--- config.mk ---
export PLATFORM = sky130hd
export DESIGN_NAME = dcc_channel
export DESIGN_NICKNAME = d
export VERILOG_FILES = /design/src/rtl/dcc_pkg.sv /design/src/rtl/dcc_channel.sv
export VERILOG_INCLUDE_DIRS = /design/src /design/src/rtl
export SDC_FILE = /design/constraint.sdc
export NUM_CORES = 1
export LEC_CHECK = 0
export BUFFER_PORTS_ARGS = -buffer_cell sky130_fd_sc_hd__buf_2
export CORE_UTILIZATION = 52
export CTS_BUF_LIST = sky130_fd_sc_hd__clkbuf_4 sky130_fd_sc_hd__clkbuf_8
export DETAILED_ROUTE_END_ITERATION = 8
export PLACE_DENSITY = 0.74
export SLEW_MARGIN = 20
export SYNTH_ARGS = -nofsm -noshare
export SYNTH_HDL_FRONTEND = slang
export SYNTH_SLANG_ARGS = --single-unit
--- constraint.sdc ---
create_clock -name clk_i -period 9 [get_ports clk_i]
set_input_delay 0.45 -clock clk_i [delete_from_list [all_inputs] [get_ports clk_i]]
set_output_delay 0.45 -clock clk_i [all_outputs]
set_load 0.01 [all_outputs]
--- src/rtl/dcc_defs.svh ---
// Purpose: offsets, field positions, reset values for the channel six control block
// Assumes: 32-bit classic wishbone register bus, byte addresses
// Notes:   definitions only
`ifndef DCC_DEFS_SVH
`define DCC_DEFS_SVH
`define DCC_CTRL_OFS      8'h00
`define DCC_RADDR_OFS     8'h04
`define DCC_WADDR_OFS     8'h08
`define DCC_COUNT_OFS     8'h0c
`define DCC_STAT_OFS      8'h10
`define DCC_PACE_HI       20
`define DCC_PACE_LO       15
`define DCC_LINK_HI       14
`define DCC_LINK_LO       11
`define DCC_WSEL_BIT      10
`define DCC_WSZ_HI        9
`define DCC_WSZ_LO        6
`define DCC_DSTEP_BIT     5
`define DCC_SSTEP_BIT     4
`define DCC_WID_HI        3
`define DCC_WID_LO        2
`define DCC_PREF_BIT      1
`define DCC_EN_BIT        0
`define DCC_BUSY_BIT      24
`define DCC_OWN_CHAN      4'h6
`define DCC_PERIPH_MAX    6'h3a
`define DCC_TMR0_SEL      6'h3b
`define DCC_PERM_SEL      6'h3f
`define DCC_PERIPH_N      59
`define DCC_CTRL_RST      32'h0000_3000
`define DCC_CTRL_MASK     32'h001f_ffff
`endif

--- src/rtl/dcc_pkg.sv ---
// Purpose: types for the channel six control block
// Assumes: constants live in dcc_defs.svh
// Notes:   the transfer request carries address and width together
package dcc_pkg;
  typedef enum logic [1:0] {
    DCC_W_BYTE,
    DCC_W_HALF,
    DCC_W_WORD,
    DCC_W_RSVD
  } dcc_width_t;

  typedef struct packed {
    logic [31:0] raddr;
    logic [31:0] waddr;
    dcc_width_t  width;
  } dcc_xfer_t;

  typedef enum logic [1:0] {
    DCC_IDLE,
    DCC_WAIT,
    DCC_ISSUE
  } dcc_state_t;
endpackage

--- src/rtl/dcc_channel.sv ---
// Purpose: control, pacing, address stepping and issue of one transfer channel
// Assumes: wishbone classic slave; peripheral requests and timer pulses synchronous to clk_i
// Notes:   one issue per paced request; a two-entry buffer holds issued transfers
// Behaviour
// - transfers paced by selected request source
// - select up to 0x3a picks peripheral request
// - select 0x3b..0x3e picks timers zero to three
// - select 0x3f means request always present
// - completion triggers channel in link target
// - link equal own number disables; resets six
// - wrap side bit picks source or destination
// - wrap region n keeps upper bits fixed
// - destination step bit advances write address
// - source step bit advances read address
// - width code sets size and step amount
// - preferred channels first, one other between
// - preference affects issue order only
// - enabled channel starts on trigger, becomes busy
// - disabled channel ignores triggers, pauses, stays busy
// - busy rises at start, falls at end
`include "dcc_defs.svh"
module dcc_channel (
  input  wire logic              clk_i,
  input  wire logic              rst_i,
  input  wire logic              wb_cyc_i,
  input  wire logic              wb_stb_i,
  input  wire logic              wb_we_i,
  input  wire logic [7:0]        wb_adr_i,
  input  wire logic [3:0]        wb_sel_i,
  input  wire logic [31:0]       wb_dat_i,
  output logic      [31:0]       wb_dat_o,
  output logic                   wb_ack_o,
  input  wire logic [58:0]       peripheral_data_request_i,
  input  wire logic [3:0]        pace_timer_i,
  input  wire logic              trigger_i,
  input  wire logic              grant_i,
  output logic                   preferred_o,
  output logic                   issue_req_o,
  output logic                   xfer_valid_o,
  input  wire logic              xfer_ready_i,
  output dcc_pkg::dcc_xfer_t     xfer_o,
  output logic                   chain_valid_o,
  output logic [3:0]             chain_target_o,
  output logic                   busy_o
);
  logic [31:0]          ctrl_ff;
  logic [31:0]          raddr_ff;
  logic [31:0]          waddr_ff;
  logic [31:0]          count_ff;
  logic                 busy_ff;
  dcc_pkg::dcc_state_t  state_ff;
  dcc_pkg::dcc_xfer_t   buf_ff [2];
  logic [1:0]           buf_vld_ff;
  logic                 wptr_ff;
  logic                 rptr_ff;
  logic                 chain_ff;
  logic [31:0]          rd_ff;
  logic                 ack_ff;
  logic                 pace_req;
  logic [5:0]           pace_sel;
  logic                 enable;
  logic                 buf_ready;
  logic                 do_issue;
  logic                 wb_wr;
  logic [31:0]          step;
  logic [31:0]          nxt_raddr;
  logic [31:0]          nxt_waddr;
  logic [31:0]          wrap_mask;
  logic [3:0]           wrap_n;
  dcc_pkg::dcc_width_t  xfer_width;

  // ==========================================================
  // register bus
  // a write lands at the edge where the master samples ack high
  assign wb_wr = wb_cyc_i && wb_stb_i && wb_we_i && ack_ff;

  always_ff @(posedge clk_i)
  begin
    if (rst_i)
      ack_ff <= 1'b0;
    else
      ack_ff <= wb_cyc_i && wb_stb_i && !ack_ff;
  end

  always_ff @(posedge clk_i)
  begin
    if (rst_i)
      rd_ff <= 32'h0000_0000;
    else
    begin
      case (wb_adr_i)
        `DCC_CTRL_OFS:  rd_ff <= ctrl_ff | ({31'h0000_0000, busy_ff} << `DCC_BUSY_BIT);
        `DCC_RADDR_OFS: rd_ff <= raddr_ff;
        `DCC_WADDR_OFS: rd_ff <= waddr_ff;
        `DCC_COUNT_OFS: rd_ff <= count_ff;
        `DCC_STAT_OFS:  rd_ff <= {30'h0000_0000, buf_vld_ff != 2'b00, busy_ff};
        default:        rd_ff <= 32'h0000_0000;
      endcase
    end
  end

  assign wb_ack_o = ack_ff;
  assign wb_dat_o = rd_ff;

  // bytewise write of control; busy is read-only
  always_ff @(posedge clk_i)
  begin
    if (rst_i)
      ctrl_ff <= `DCC_CTRL_RST;
    else if (wb_wr && wb_adr_i == `DCC_CTRL_OFS)
    begin
      for (int i = 0; i < 4; i++)
        if (wb_sel_i[i])
          ctrl_ff[i*8 +: 8] <= wb_dat_i[i*8 +: 8] & 8'(`DCC_CTRL_MASK >> (i*8));
    end
  end

  // ==========================================================
  // pacing source selection
  assign pace_sel = ctrl_ff[`DCC_PACE_HI:`DCC_PACE_LO];
  assign enable   = ctrl_ff[`DCC_EN_BIT];

  always_comb
  begin
    pace_req = 1'b0;
    if (pace_sel <= `DCC_PERIPH_MAX)
      pace_req = peripheral_data_request_i[pace_sel];
    else if (pace_sel == `DCC_PERM_SEL)
      pace_req = 1'b1;
    else
      pace_req = pace_timer_i[2'(pace_sel - `DCC_TMR0_SEL)];
  end

  // ==========================================================
  // address stepping and ring wrap
  always_comb
  begin
    case (dcc_pkg::dcc_width_t'(ctrl_ff[`DCC_WID_HI:`DCC_WID_LO]))
      dcc_pkg::DCC_W_BYTE: step = 32'h0000_0001;
      dcc_pkg::DCC_W_HALF: step = 32'h0000_0002;
      default:             step = 32'h0000_0004;
    endcase
  end

  // code three is undefined; issue it as a word so the far side never sees it
  assign xfer_width = (ctrl_ff[`DCC_WID_HI:`DCC_WID_LO] == 2'h3) ? dcc_pkg::DCC_W_WORD
                    : dcc_pkg::dcc_width_t'(ctrl_ff[`DCC_WID_HI:`DCC_WID_LO]);

  assign wrap_n    = ctrl_ff[`DCC_WSZ_HI:`DCC_WSZ_LO];
  assign wrap_mask = (wrap_n == 4'h0) ? 32'hffff_ffff : ((32'h0000_0001 << wrap_n) - 32'h0000_0001);

  always_comb
  begin
    nxt_raddr = ctrl_ff[`DCC_SSTEP_BIT] ? raddr_ff + step : raddr_ff;
    nxt_waddr = ctrl_ff[`DCC_DSTEP_BIT] ? waddr_ff + step : waddr_ff;
    if (!ctrl_ff[`DCC_WSEL_BIT])
      nxt_raddr = (raddr_ff & ~wrap_mask) | (nxt_raddr & wrap_mask);
    else
      nxt_waddr = (waddr_ff & ~wrap_mask) | (nxt_waddr & wrap_mask);
  end

  // ==========================================================
  // sequence control
  assign buf_ready   = !buf_vld_ff[wptr_ff];
  assign preferred_o = ctrl_ff[`DCC_PREF_BIT];
  // issue only when scheduler grants; preference changes order, not bus priority
  assign do_issue    = state_ff == dcc_pkg::DCC_ISSUE && enable && grant_i && buf_ready;
  assign issue_req_o = state_ff == dcc_pkg::DCC_ISSUE && enable && buf_ready;

  always_ff @(posedge clk_i)
  begin
    if (rst_i)
      state_ff <= dcc_pkg::DCC_IDLE;
    else
    begin
      case (state_ff)
        dcc_pkg::DCC_IDLE:
          if (trigger_i && enable && count_ff != 32'h0000_0000)
            state_ff <= dcc_pkg::DCC_WAIT;
        dcc_pkg::DCC_WAIT:
          if (enable && pace_req)
            state_ff <= dcc_pkg::DCC_ISSUE;
        dcc_pkg::DCC_ISSUE:
          if (do_issue)
            state_ff <= (count_ff == 32'h0000_0001) ? dcc_pkg::DCC_IDLE : dcc_pkg::DCC_WAIT;
        default:
          state_ff <= dcc_pkg::DCC_IDLE;
      endcase
    end
  end

  always_ff @(posedge clk_i)
  begin
    if (rst_i)
      busy_ff <= 1'b0;
    else if (state_ff == dcc_pkg::DCC_IDLE && trigger_i && enable && count_ff != 32'h0000_0000)
      busy_ff <= 1'b1;
    else if (do_issue && count_ff == 32'h0000_0001)
      busy_ff <= 1'b0;
  end

  always_ff @(posedge clk_i)
  begin
    if (rst_i)
    begin
      raddr_ff <= 32'h0000_0000;
      waddr_ff <= 32'h0000_0000;
      count_ff <= 32'h0000_0000;
    end
    else
    begin
      if (wb_wr && wb_adr_i == `DCC_RADDR_OFS)
        raddr_ff <= wb_dat_i;
      else if (do_issue)
        raddr_ff <= nxt_raddr;
      if (wb_wr && wb_adr_i == `DCC_WADDR_OFS)
        waddr_ff <= wb_dat_i;
      else if (do_issue)
        waddr_ff <= nxt_waddr;
      if (wb_wr && wb_adr_i == `DCC_COUNT_OFS)
        count_ff <= wb_dat_i;
      else if (do_issue)
        count_ff <= count_ff - 32'h0000_0001;
    end
  end

  always_ff @(posedge clk_i)
  begin
    if (rst_i)
      chain_ff <= 1'b0;
    else
      chain_ff <= do_issue && count_ff == 32'h0000_0001 &&
                  ctrl_ff[`DCC_LINK_HI:`DCC_LINK_LO] != `DCC_OWN_CHAN;
  end

  always_ff @(posedge clk_i)
  begin
    if (rst_i)
      chain_target_o <= `DCC_OWN_CHAN;
    else if (do_issue)
      chain_target_o <= ctrl_ff[`DCC_LINK_HI:`DCC_LINK_LO];
  end

  assign chain_valid_o = chain_ff;
  assign busy_o        = busy_ff;

  // ==========================================================
  // two-entry transfer buffer; receiver stall holds issue
  always_ff @(posedge clk_i)
  begin
    if (rst_i)
    begin
      buf_vld_ff <= 2'b00;
      wptr_ff    <= 1'b0;
      rptr_ff    <= 1'b0;
    end
    else
    begin
      if (do_issue)
      begin
        buf_ff[wptr_ff] <= '{raddr: raddr_ff, waddr: waddr_ff, width: xfer_width};
        buf_vld_ff[wptr_ff] <= 1'b1;
        wptr_ff <= ~wptr_ff;
      end
      if (buf_vld_ff[rptr_ff] && xfer_ready_i)
      begin
        buf_vld_ff[rptr_ff] <= 1'b0;
        rptr_ff <= ~rptr_ff;
      end
    end
  end

  assign xfer_valid_o = buf_vld_ff[rptr_ff];
  assign xfer_o       = buf_ff[rptr_ff];

  // ==========================================================
  // checks
  property p_busy_end;
    @(posedge clk_i) disable iff (rst_i)
    (do_issue && count_ff == 32'h0000_0001) |=> !busy_ff;
  endproperty
  a_busy_end: assert property (p_busy_end) else $error("busy not cleared");

  property p_pause;
    @(posedge clk_i) disable iff (rst_i)
    (!enable && busy_ff) |=> busy_ff;
  endproperty
  a_pause: assert property (p_pause) else $error("busy lost while paused");

  property p_no_issue_off;
    @(posedge clk_i) disable iff (rst_i)
    (!enable && !wb_wr) |=> count_ff == $past(count_ff);
  endproperty
  a_no_issue_off: assert property (p_no_issue_off) else $error("issue while disabled");

  property p_start;
    @(posedge clk_i) disable iff (rst_i)
    (state_ff == dcc_pkg::DCC_IDLE && trigger_i && enable && count_ff != 32'h0000_0000) |=>
      (busy_ff && state_ff == dcc_pkg::DCC_WAIT);
  endproperty
  a_start: assert property (p_start) else $error("trigger did not start");

  property p_self_link;
    @(posedge clk_i) disable iff (rst_i)
    (ctrl_ff[`DCC_LINK_HI:`DCC_LINK_LO] == `DCC_OWN_CHAN) |=> !chain_ff;
  endproperty
  a_self_link: assert property (p_self_link) else $error("completion_link_target self");

  property p_fixed_src;
    @(posedge clk_i) disable iff (rst_i)
    (do_issue && !ctrl_ff[`DCC_SSTEP_BIT] && !wb_wr) |=> raddr_ff == $past(raddr_ff);
  endproperty
  a_fixed_src: assert property (p_fixed_src) else $error("source moved");

  property p_fixed_dst;
    @(posedge clk_i) disable iff (rst_i)
    (do_issue && !ctrl_ff[`DCC_DSTEP_BIT] && !wb_wr) |=> waddr_ff == $past(waddr_ff);
  endproperty
  a_fixed_dst: assert property (p_fixed_dst) else $error("destination moved");

  property p_paced;
    @(posedge clk_i) disable iff (rst_i)
    (state_ff == dcc_pkg::DCC_WAIT && !pace_req) |=> state_ff != dcc_pkg::DCC_ISSUE;
  endproperty
  a_paced: assert property (p_paced) else $error("issue without request");
endmodule

==> impl_results.md <==
* Post-layout util at 0.617
* Crit Path Category: register to register
* Crit path launch: ctrl_ff[9]
* Sw Share at 0.213
* Die width at 169 um
* Crit. End Element: register
* Fillers at 2198
* H-tree Lvls at 2
* Unrepaired setup endpoints after global routing: no
* Reg2reg path depth at 7
* Most frequent cells in the layout: 220 x buf_2, 162 x dfxtp_1, 161 x nor2_1
* Worst Hold Class: input port to register
* DRC at 0
* Rows at 60
* Synth Warn # at 0
* Register area at 7230 sq um
* CTS tree: done
* Core Box Area at 27100 sq um
* # setup viols final at 0
* Pwr/cell area at roughly 160 nW/um^2
* Grt ovf at 0
* R2R setup slack at 5710 ps
* Via/cell ratio at 6.24
* Wirelength, routed at 40600 um
* Status: finished clean
* Reg power frac at 0.526
* Yosys reg bits at slightly below 300
* Internal power at 2080 uW
* Async set-or-reset flop fraction in the synthesized netlist at 0
* Syn_nets at 1428
* Nets@finish at 1623
* Mapped Cells at 1299
* Placement Cell Area at 15700 sq um
* Slew headroom at 0.254
* Share of cells above drive strength 1 at 0.290
* CTS max path bufs at 3
* Min Tclk post-route at 3290 ps
* Initial Utilization at 0.532
* Psw at between 500 and 600 uW
* Antenna violations before repair at 4
* Fin Hold WS at 113 ps
* Period utilisation layout at 0.365
* Hold Vio Cnt, Final at 0
* IO Pins at 223
* Max Clock Freq at 0.304 GHz
* Number of buffers created by CTS at 45
* Crit path DAT at approximately 3800 ps
* Max incr delay on CP at around 900 ps
* TritonCTS Sinks at 295
* Worst IR Drop VDD at just over 0.09 mV
* Leakage at roughly 0.0066 uW
* Part of the power in the clock network at 0.445
* EDFF count, synth at 132
* Area delta synth->final at 16.0%
* Yosys cell types at 75
* Critical Path RT at 9460 ps
* Critical R2R Launch: ctrl_ff[9]
* Post-CTS setup buffer count at 0
* Number of global-route vias before repair at around 11000
* Port Buf Inserts at 221
* Prevailing post-synth register cell: dfxtp_1
* Crit-path cells: nor4_4, inv_1, ha_1, nor4b_1, o21bai_1, or4_1, a311oi_1
* Tightest Pin Transition at 1120 ps
* Gpl congestion at about 0.94
* Seq/Total Area, Yosys at 0.501
* CP Launch Type: register
* HPWL Detailed at about 28000 um
* First-pass GRT wire length at ~62000 um
* Setup tns final at 0 ps
* Via Count at 11900
* DIE AREA at 28400 sq um
* Area of the multi-input gates at 6740 sq um
* GRT Util Overall at 0.283
* Worst-path clk slew at 60 ps
* Largest net degree at the start of global routing at 100
* Slowest cell on crit path: dfxtp_1
* Final Cell Area at 16700 sq um
* CTS Hold Bufs at 0
* Final Skew at ~18 ps
* Synthesized area per cell at 11.1 sq um
* # resized after CTS at 0
* Slew Limit Fails at 0
* Root Buffer: clkbuf_8
* Die Y-Extent at 169 um
* DRT antenna net count at 0
* Commonest non-fill, non-tap cell in the layout: buf_2
* Combinational fraction of design power at 0.029
* CP Max Fanout at 25
* Clk_lat worst skew at about 570 ps
* Max Cap Viol at 0
* Routed length per instance at 21.3 um
* Initial DRC count at 1225
* Pre-antenna DRT Iters at 5
* Mapped cell area at 14400 sq um
==> critical path, delay by kind of cell, from the launching register on <==
kind	cells	cell delay, ps
AOI/OAI and AO/OA	2	550
adders and majority gates	1	330
buffers and inverters	1	130
DFF	1	900
and+or+nand+nor	3	1260
==> cell families after synthesis <==
kind of cell	count (synthesis)	share of synthesized area
xor+xnor	52	0.0316
simple gates	454	0.172
fa+ha+maj	14	0.0132
mux	141	0.133
buf+inv	116	0.0331
flops	295	0.501
compound gates	227	0.116
==> synth_stat cells, drive strengths merged, types with 20 or more instances <==
cell type  instances  share of area
or3               21         0.0093
inv               28         0.0073
mux2i             37          0.026
a211oi            54          0.028
nor4              30          0.016
edfxtp           132           0.27
mux2              71          0.055
clkbuf            76          0.020
or4               35          0.019
a21oi             29          0.010
nand2             40          0.010
o21ai             21         0.0073
nor2             161          0.042
a311oi            39          0.024
nor2b             25          0.011
nand4             20         0.0091
nand3             36          0.013
dfxtp            163           0.23
o31ai             27          0.014
mux4              33          0.052
xnor2             42          0.026
nor3              24         0.0091
==> layout make-up <==
cell class | count | area share
diodes | 3 | 0.000449
clock buffers | 69 | 0.0504
clock inverters | 13 | 0.00763
inverters | 29 | 0.00651
multi-input cells | 888 | 0.403
flip-flops and latches | 295 | 0.432
well taps | 372 | 0.0278
repair buffers | 235 | 0.0725
==> worst min path at each step <==
stage,slack (ps),to,startpoint,cells past startpoint
floorplan,450,chain_target_o[3],ctrl_ff[14],2
finish,110,wb_ack_o,wb_stb_i,3
detailed placement,440,wb_ack_o,wb_ack_o,1
global route,110,wb_ack_o,wb_stb_i,3
global placement,430,wb_ack_o,wb_ack_o,1
CTS,90,wb_ack_o,wb_stb_i,3
==> power by group through the flow <==
stage                     combinational [uW]  clock [uW]  sequential (uW)
after detailed placement                73.6           0             1420
after global routing                    79.1        1250             1390
final                                   75.6        1180             1390
after global placement                  73.8           0             1420
after floorplan                         30.3           0             1420
after CTS                               74.0        1190             1390
==> per-stage QoR <==
| stage | setup slack [ps] | instances | power [uW] |
|---|---|---|---|
| 4_1_cts | 5700 | 1901 | 2650 |
| 5_1_grt | 5410 | 1904 | 2710 |
| 3_3_place_gp | 5760 | 1819 | 1490 |
| 3_5_place_dp | 5690 | 1819 | 1490 |
| 2_1_floorplan | 2460 | 1299 | 1450 |
| 6_report | 5710 | 1904 | 2640 |
==> per-layer routing <==
metal / global-route usage / part of all wire / vias to the layer above / wire length [um]
li1: - / - / 5404 / -
met2: 0.427 / 0.45 / 741 / 18100
met4: 0.109 / 0.031 / 0 / 1250
met3: 0.0563 / 0.12 / 100 / 4690
met1: 0.403 / 0.41 / 5640 / 16600
met5: 0 / 0 / - / 0
Power figures use the tool's default switching activity.
